--- config.mk ---
export PLATFORM = sky130hd
export DESIGN_NAME = slcr_regbank
export DESIGN_NICKNAME = d
export VERILOG_FILES = /design/src/slcr_regbank.v /design/src/slcr_sync2.v
export VERILOG_INCLUDE_DIRS = /design/src
export SDC_FILE = /design/constraint.sdc
export NUM_CORES = 1
export LEC_CHECK = 0
export BUFFER_PORTS_ARGS = -buffer_cell sky130_fd_sc_hd__clkbuf_2
export CAP_MARGIN = 15
export CORE_MARGIN = 2
export CORE_UTILIZATION = 48
export CTS_BUF_LIST = sky130_fd_sc_hd__clkbuf_4
export DETAILED_ROUTE_END_ITERATION = 7
export PLACE_DENSITY = 0.77
export SYNTH_ARGS = -nofsm -noshare
export SYNTH_HDL_FRONTEND = slang
export SYNTH_SLANG_ARGS = --single-unit
--- constraint.sdc ---
create_clock -name clk -period 1.5 [get_ports clk]
set_clock_uncertainty 0.15 [all_clocks]
set_input_delay 0.225 -clock clk [delete_from_list [all_inputs] [get_ports clk]]
set_output_delay 0.225 -clock clk [all_outputs]
set_load 0.03 [all_outputs]
--- src/slcr_regs.vh ---
// Constants for the impedance, receiver, write-guard and signal-loss register bank.
// Assumes byte addresses and 8-bit data from an SMBus engine on the same clock.
`ifndef SLCR_REGS_VH
`define SLCR_REGS_VH
// ====================================
// Register byte offsets
`define SLCR_OFS_IMP_UPPER 8'h15
`define SLCR_OFS_RSV_LO 8'h16
`define SLCR_OFS_RSV_HI 8'h22
`define SLCR_OFS_RX_CFG 8'h23
`define SLCR_OFS_RSV_37 8'h25
`define SLCR_OFS_PERM_GUARD 8'h26
`define SLCR_OFS_GUARD_EVT 8'h27
// ====================================
// Field positions
`define SLCR_IMP_W 5
`define SLCR_INPUT0_TERMINATION_ENABLE 0
`define SLCR_RX_AC0 1
`define SLCR_INPUT1_TERMINATION_ENABLE 2
`define SLCR_RX_AC1 3
`define SLCR_RX_W 4
`define SLCR_PERM_BIT 0
`define SLCR_GUARD_BIT 0
`define SLCR_LOS0_BIT 1
`define SLCR_LOS1_BIT 2
// ====================================
// Reset values
`define SLCR_RX_RST 4'h0
`define SLCR_EVT_RST 8'h00
`define SLCR_RD_NONE 8'h00
`endif

--- src/slcr_regbank.v ---
// Byte-addressed register bank: upper impedance selects, input receiver setup,
// permanent and clearable write guards, sticky signal-loss events.
// Assumes an SMBus engine on clk presenting one-cycle read and write strobes.
`include "slcr_regs.vh"

// Operation
// - Byte 0x15 bits 4..0 pick 85 or 100 ohm drive for outputs 8..12.
// - Receiver byte bit 3 and bit 1 pick AC coupling bias for inputs b, a.
// - Receiver byte bit 2 and bit 0 enable termination; bits 7..4 read zero.
// - Writing one to byte 0x26 bit 0 sets a permanent write guard.
// - Permanent guard never clears by write, only by power-on reset.
// - Byte 0x27 bit 0 is a guard set by one, cleared by one again.
// - Control writes accepted only while both guard bits are zero.
// - Byte 0x27 bits 2 and 1 latch bank 1 and bank 0 signal loss.
// - Writing one clears only that event flag; zeros leave flags alone.
// - Byte 0x27 bits 7..3 reserved, zero; bytes 0x16-0x22 and 0x25 reserved.
module slcr_regbank #(
	parameter IMP_W = `SLCR_IMP_W
) (
	// Clock and reset
	input wire clk,
	input wire rst_b,
	// Register access from SMBus engine
	input wire [7:0] reg_addr,
	input wire reg_wr,
	input wire [7:0] reg_wdata,
	input wire reg_rd,
	output reg [7:0] reg_rdata,
	// Impedance strap, asynchronous pin
	input wire [IMP_W-1:0] imp_strap,
	// Loss detector levels, asynchronous, high while signal lost
	input wire bank0_signal_loss,
	input wire bank1_signal_loss,
	// Impedance selects, 0 = 85 ohm, 1 = 100 ohm
	output reg out8_drive_impedance_sel,
	output reg out9_drive_impedance_sel,
	output reg out10_drive_impedance_sel,
	output reg out11_drive_impedance_sel,
	output reg out12_drive_impedance_sel,
	// Receiver controls
	output reg input0_ac_bias_enable,
	output reg input1_ac_bias_enable,
	output reg input0_termination_enable,
	output reg input1_termination_enable,
	// Guard status
	output reg write_blocked
);
	// ====================================
	// Synchronise pins
	wire [IMP_W-1:0] strap_s;
	wire [1:0] loss_s;

	slcr_sync2 #(.W(IMP_W)) u_strap_sync (
		.clk(clk),
		.rst_b(rst_b),
		.d(imp_strap),
		.q(strap_s)
	);

	slcr_sync2 #(.W(2)) u_loss_sync (
		.clk(clk),
		.rst_b(rst_b),
		.d({bank1_signal_loss, bank0_signal_loss}),
		.q(loss_s)
	);

	// ====================================
	// State
	reg [1:0] strap_cnt_q;
	reg [IMP_W-1:0] imp_q;
	reg [`SLCR_RX_W-1:0] rx_q;
	reg perm_q;
	reg guard_q;
	reg [1:0] evt_q;
	reg [1:0] evt_d;
	wire strap_load;
	wire wr_ok;
	wire wr_imp;
	wire wr_rx;
	wire wr_perm;
	wire wr_evt;

	// Strap is caught once the synchroniser has settled after release
	assign strap_load = (strap_cnt_q == 2'd2);
	assign wr_ok = reg_wr && !perm_q && !guard_q;
	assign wr_imp = wr_ok && (reg_addr == `SLCR_OFS_IMP_UPPER);
	assign wr_rx = wr_ok && (reg_addr == `SLCR_OFS_RX_CFG);
	assign wr_perm = wr_ok && (reg_addr == `SLCR_OFS_PERM_GUARD);
	assign wr_evt = reg_wr && (reg_addr == `SLCR_OFS_GUARD_EVT);

	// Strap capture counter
	always @(posedge clk or negedge rst_b) begin
		if (!rst_b) begin
			strap_cnt_q <= 2'd0;
		end else if (strap_cnt_q != 2'd3) begin
			strap_cnt_q <= strap_cnt_q + 2'd1;
		end
	end

	// Impedance selects: strap first, then writes
	always @(posedge clk or negedge rst_b) begin
		if (!rst_b) begin
			imp_q <= {IMP_W{1'b0}};
		end else if (strap_load) begin
			imp_q <= strap_s;
		end else if (wr_imp) begin
			imp_q <= reg_wdata[IMP_W-1:0];
		end
	end

	// Receiver coupling and termination
	always @(posedge clk or negedge rst_b) begin
		if (!rst_b) begin
			rx_q <= `SLCR_RX_RST;
		end else if (wr_rx) begin
			rx_q <= reg_wdata[`SLCR_RX_W-1:0];
		end
	end

	// Permanent guard, cleared only by reset
	always @(posedge clk or negedge rst_b) begin
		if (!rst_b) begin
			perm_q <= 1'b0;
		end else if (wr_perm && reg_wdata[`SLCR_PERM_BIT]) begin
			perm_q <= 1'b1;
		end
	end

	// Clearable guard toggles on a one; write reaches it even while locked
	always @(posedge clk or negedge rst_b) begin
		if (!rst_b) begin
			guard_q <= 1'b0;
		end else if (wr_evt && reg_wdata[`SLCR_GUARD_BIT]) begin
			guard_q <= ~guard_q;
		end
	end

	// Sticky events: set wins over a same-cycle clear
	always @* begin
		evt_d = evt_q;
		if (wr_evt) begin
			evt_d = evt_q & ~reg_wdata[`SLCR_LOS1_BIT:`SLCR_LOS0_BIT];
		end
		evt_d = evt_d | loss_s;
	end

	always @(posedge clk or negedge rst_b) begin
		if (!rst_b) begin
			evt_q <= 2'b00;
		end else begin
			evt_q <= evt_d;
		end
	end

	// Read data, reserved and unmapped read zero
	always @(posedge clk or negedge rst_b) begin
		if (!rst_b) begin
			reg_rdata <= `SLCR_RD_NONE;
		end else if (reg_rd) begin
			case (reg_addr)
				`SLCR_OFS_IMP_UPPER: reg_rdata <= {{(8-IMP_W){1'b0}}, imp_q};
				`SLCR_OFS_RX_CFG: reg_rdata <= {4'h0, rx_q};
				`SLCR_OFS_PERM_GUARD: reg_rdata <= {7'h00, perm_q};
				`SLCR_OFS_GUARD_EVT: reg_rdata <= {5'h00, evt_q, guard_q};
				default: reg_rdata <= `SLCR_RD_NONE;
			endcase
		end
	end

	// Registered outputs
	always @(posedge clk or negedge rst_b) begin
		if (!rst_b) begin
			out8_drive_impedance_sel <= 1'b0;
			out9_drive_impedance_sel <= 1'b0;
			out10_drive_impedance_sel <= 1'b0;
			out11_drive_impedance_sel <= 1'b0;
			out12_drive_impedance_sel <= 1'b0;
			input0_termination_enable <= 1'b0;
			input0_ac_bias_enable <= 1'b0;
			input1_termination_enable <= 1'b0;
			input1_ac_bias_enable <= 1'b0;
			write_blocked <= 1'b0;
		end else begin
			out8_drive_impedance_sel <= imp_q[0];
			out9_drive_impedance_sel <= imp_q[1];
			out10_drive_impedance_sel <= imp_q[2];
			out11_drive_impedance_sel <= imp_q[3];
			out12_drive_impedance_sel <= imp_q[4];
			input0_termination_enable <= rx_q[`SLCR_INPUT0_TERMINATION_ENABLE];
			input0_ac_bias_enable <= rx_q[`SLCR_RX_AC0];
			input1_termination_enable <= rx_q[`SLCR_INPUT1_TERMINATION_ENABLE];
			input1_ac_bias_enable <= rx_q[`SLCR_RX_AC1];
			write_blocked <= perm_q | guard_q;
		end
	end
endmodule // slcr_regbank

--- src/slcr_sync2.v ---
// Two-stage synchroniser for asynchronous level inputs.
// Assumes the inputs are levels held for several clock periods.
module slcr_sync2 #(
	parameter W = 1
) (
	// Clock and reset
	input wire clk,
	input wire rst_b,
	// Data
	input wire [W-1:0] d,
	output reg [W-1:0] q
);
	reg [W-1:0] meta_q;

	// Only the second stage reads the first
	always @(posedge clk or negedge rst_b) begin
		if (!rst_b) begin
			meta_q <= {W{1'b0}};
			q <= {W{1'b0}};
		end else begin
			meta_q <= d;
			q <= meta_q;
		end
	end
endmodule // slcr_sync2
==> impl_metrics.toml <==
[run_status]
status = "finished with violations"
violations = "setup timing"

[drt]
wire_per_inst_um = 13.4
routed_wl_um = 3090
postRouteAntennaNets = 0
route.detailed.drc = 0
via_per_inst = 5.13
via_count = 1184
drt_iter0_drc = 66
drt-pass1-iter-count = 4

[clock_tree]
clkLatencyLatePin_ns = 0.35
cts_buffer_depth = 2
path_clk_slew_ns = 0.12
cts_buffers = 5
cts_tree = "done"
cts-root-buf = "clkbuf_4"
clock_sinks = 44
cts_max_level = 2

[yosys]
yosysWarnings = 0
synthDistinctLibCells = 32
yosys.area.top_type = "dfrtp_1"
yosys-top-cells-area = "dfrtp_1 (66%), mux2_2 (9.5%), inv_1 (2.0%), ha_1 (1.5%), o22ai_1 (1.5%)"
synth_top_area_share = 0.661
synthMuxAreaShare = 0.107
synth_compound_gate_area_share = 0.0631
avgSynthCellArea_um2 = 14.0
synth_xor_area_frac = 0.0105
ys_seq_area_frac = 0.661
synth_top_family_by_area = "multiplexers"
synthAdderAreaFrac = 0.0150
ys_ff_latch = 44
synthCells = 119
syn_area_um2 = 1670
synthSimpleGateAreaFrac = 0.102

[layout]
layout_commonest_cell = "dfrtp_1"
antenna_cells = 0
area_growth_syn_to_layout_pct = 31.0
finalNetCount = 214
fillCellCount = 261
layout-drive-gt1-share = 0.416
post-route-util = 0.654
final_cell_mix = "dfrtp_1 (44), clkbuf_2 (38), mux2_2 (12), dlygate4sd3_1 (12), buf_4 (10)"

[die]
placementRows = 21
pin_count = 45
fp.coreArea_um2 = 3340
start_util = 0.499
die_width_um = 62.9
die_h_um = 62.9
dieArea_um2 = 3960

[global_routing]
grt_pass1_vias = 1199
grt_max_degree = 45
grt.total_usage = 0.178
grt_pass1_wl_um = 5290
gr-total-overflow = 0
antenna_found_initial = 0

[worst_setup_path]
worstPathRequired_ns = 1.58
critPathCaptureType = "flop"
critPathKind = "flop to flop"
cp-start-kind = "flop"
crit_arrival_ns = 1.72
worst-path-max-fanout = 5

[power]
powerDensity_nw_per_um2 = 936
power.leakage_nw = 1.04
totalPowerFinal_mw = 2.04
max-vdd-ir-drop_v = 0.000699

[flow_run]
drv_cap = 0

[sta]
min_period_ns = 1.64
setup_viol = 9
post-route-period-util = 1.09
rsz0062_at_grt = "true"
fin_ws_ns = -0.137
max_freq_ghz = 0.611
finalHoldViolations = 0
maxSlewViolCount = 0

[placed_design]
place.port_buffers = 38
dp_hpwl_um = 2290
finalWeightedCongestion = 0.847

[hold_path]
hold_class = "input port to flop"
-- state kept, by name, indices dropped and copies added (netlist names), 2 cells and up --
| name | cells |
|---|---|
| imp_q | 5 |
| reg_rdata | 5 |
| u_strap_sync.meta_q | 5 |
| u_strap_sync.q | 5 |
| rx_q | 4 |
| evt_q | 2 |
| strap_cnt_q | 2 |
| u_loss_sync.meta_q | 2 |
| u_loss_sync.q | 2 |
-- Yosys cell counts --
master,instances
buf_2,1
o211ai_1,1
a21oi_1,4
nor2_1,4
nand3b_1,1
a211oi_1,1
or4bb_1,1
nor4_4,1
a31o_2,1
buf_4,3
ha_1,2
o22ai_1,4
or4b_4,1
clkbuf_1,1
inv_1,9
nor4bb_1,1
nor4b_1,1
o21ai_0,3
xnor2_1,2
nor4b_2,1
nand2_1,4
a21o_1,2
nor3_1,2
dfrtp_1,44
conb_1,1
mux2i_1,2
nor3b_1,2
mux2_2,14
nand4b_1,1
a31oi_1,1
and2_1,1
nand4_1,2
-- cell type report --
cell class | count | area (µm²) | share of cell area
sequential | 44 | 1100 | 0.505
multi-input combinational | 63 | 523 | 0.240
timing repair buffer | 62 | 417 | 0.191
tap | 46 | 57.6 | 0.0264
clock buffer | 6 | 45.0 | 0.0206
inverter | 9 | 33.8 | 0.0155
clock inverter | 1 | 5.00 | 0.00229
-- what timing repair did --
action / CTS / global route
setup endpoints to repair: 9 / 9
buffers inserted: 1 / 0
hold buffers: 12 / 0
gates resized for setup: 4 / 0
pin swaps: 2 / 1
hold endpoints to repair: 57 / 0
-- cell families (layout without fill, tap and decap cells) --
logic type                 Yosys count  after routing
AOI/OAI and AO/OA                   17             17
xor gates and xnor gates             2              2
adders and majority gates            2              2
buffers and inverters               14             78
DFF                                 44             44
muxes                               16             16
other                                1              3
and+or+nand+nor                     23             23
-- final timing paths --
check	start	endpoint	slack (ns)	cells after the start
max in group asynchronous	rst_b	input1_ac_bias_enable	0.76	3
setup / recovery	guard_q	imp_q[3]	-0.14	5
setup reg to reg	guard_q	imp_q[3]	-0.14	5
hold / removal	reg_wdata[0]	guard_q	0.03	3
hold reg to reg	u_strap_sync.meta_q[2]	u_strap_sync.q[2]	0.21	0
min in group asynchronous	rst_b	guard_q	0.22	3
-- power breakdown --
group | internal, mW | switching (mW)
Clock | 0.191 | 0.337
Combinational | 0.110 | 0.137
Sequential | 1.24 | 0.0263
-- metrics by stage --
stage	std cells	TNS (ns)	cell area, µm²	hold slack (ns)	setup slack, ns
final	231	-0.784	2180	0.0269	-0.137
after global routing	231	-1.10	2180	0.00375	-0.141
after CTS	231	-0.563	2180	0.00946	-0.108
after detailed placement	211	-3.43	1990	0.0704	-0.343
after global placement	211	-3.10	1990	0.0682	-0.303
after floorplan	121	-0.933	1680	-0.221	-0.125
-- critical path: stages, from the launching register on --
cell and delay [ns]:
dfrtp_1 0.41, nor2_2 0.15, nand4_1 0.12, buf_6 0.17, mux2_2 0.25, mux2_2 0.26
-- layer usage --
metal  global-route usage  share of wire  up-vias  routed length, µm
met5                    0              0        -                  0
li1                     -              -      542                  -
met4                0.119          0.052        0                162
met3               0.0559          0.060       20                184
met2                0.309           0.52       61               1600
met1                0.183           0.37      561               1140
Note: power is estimated with default switching activity, not from simulation.
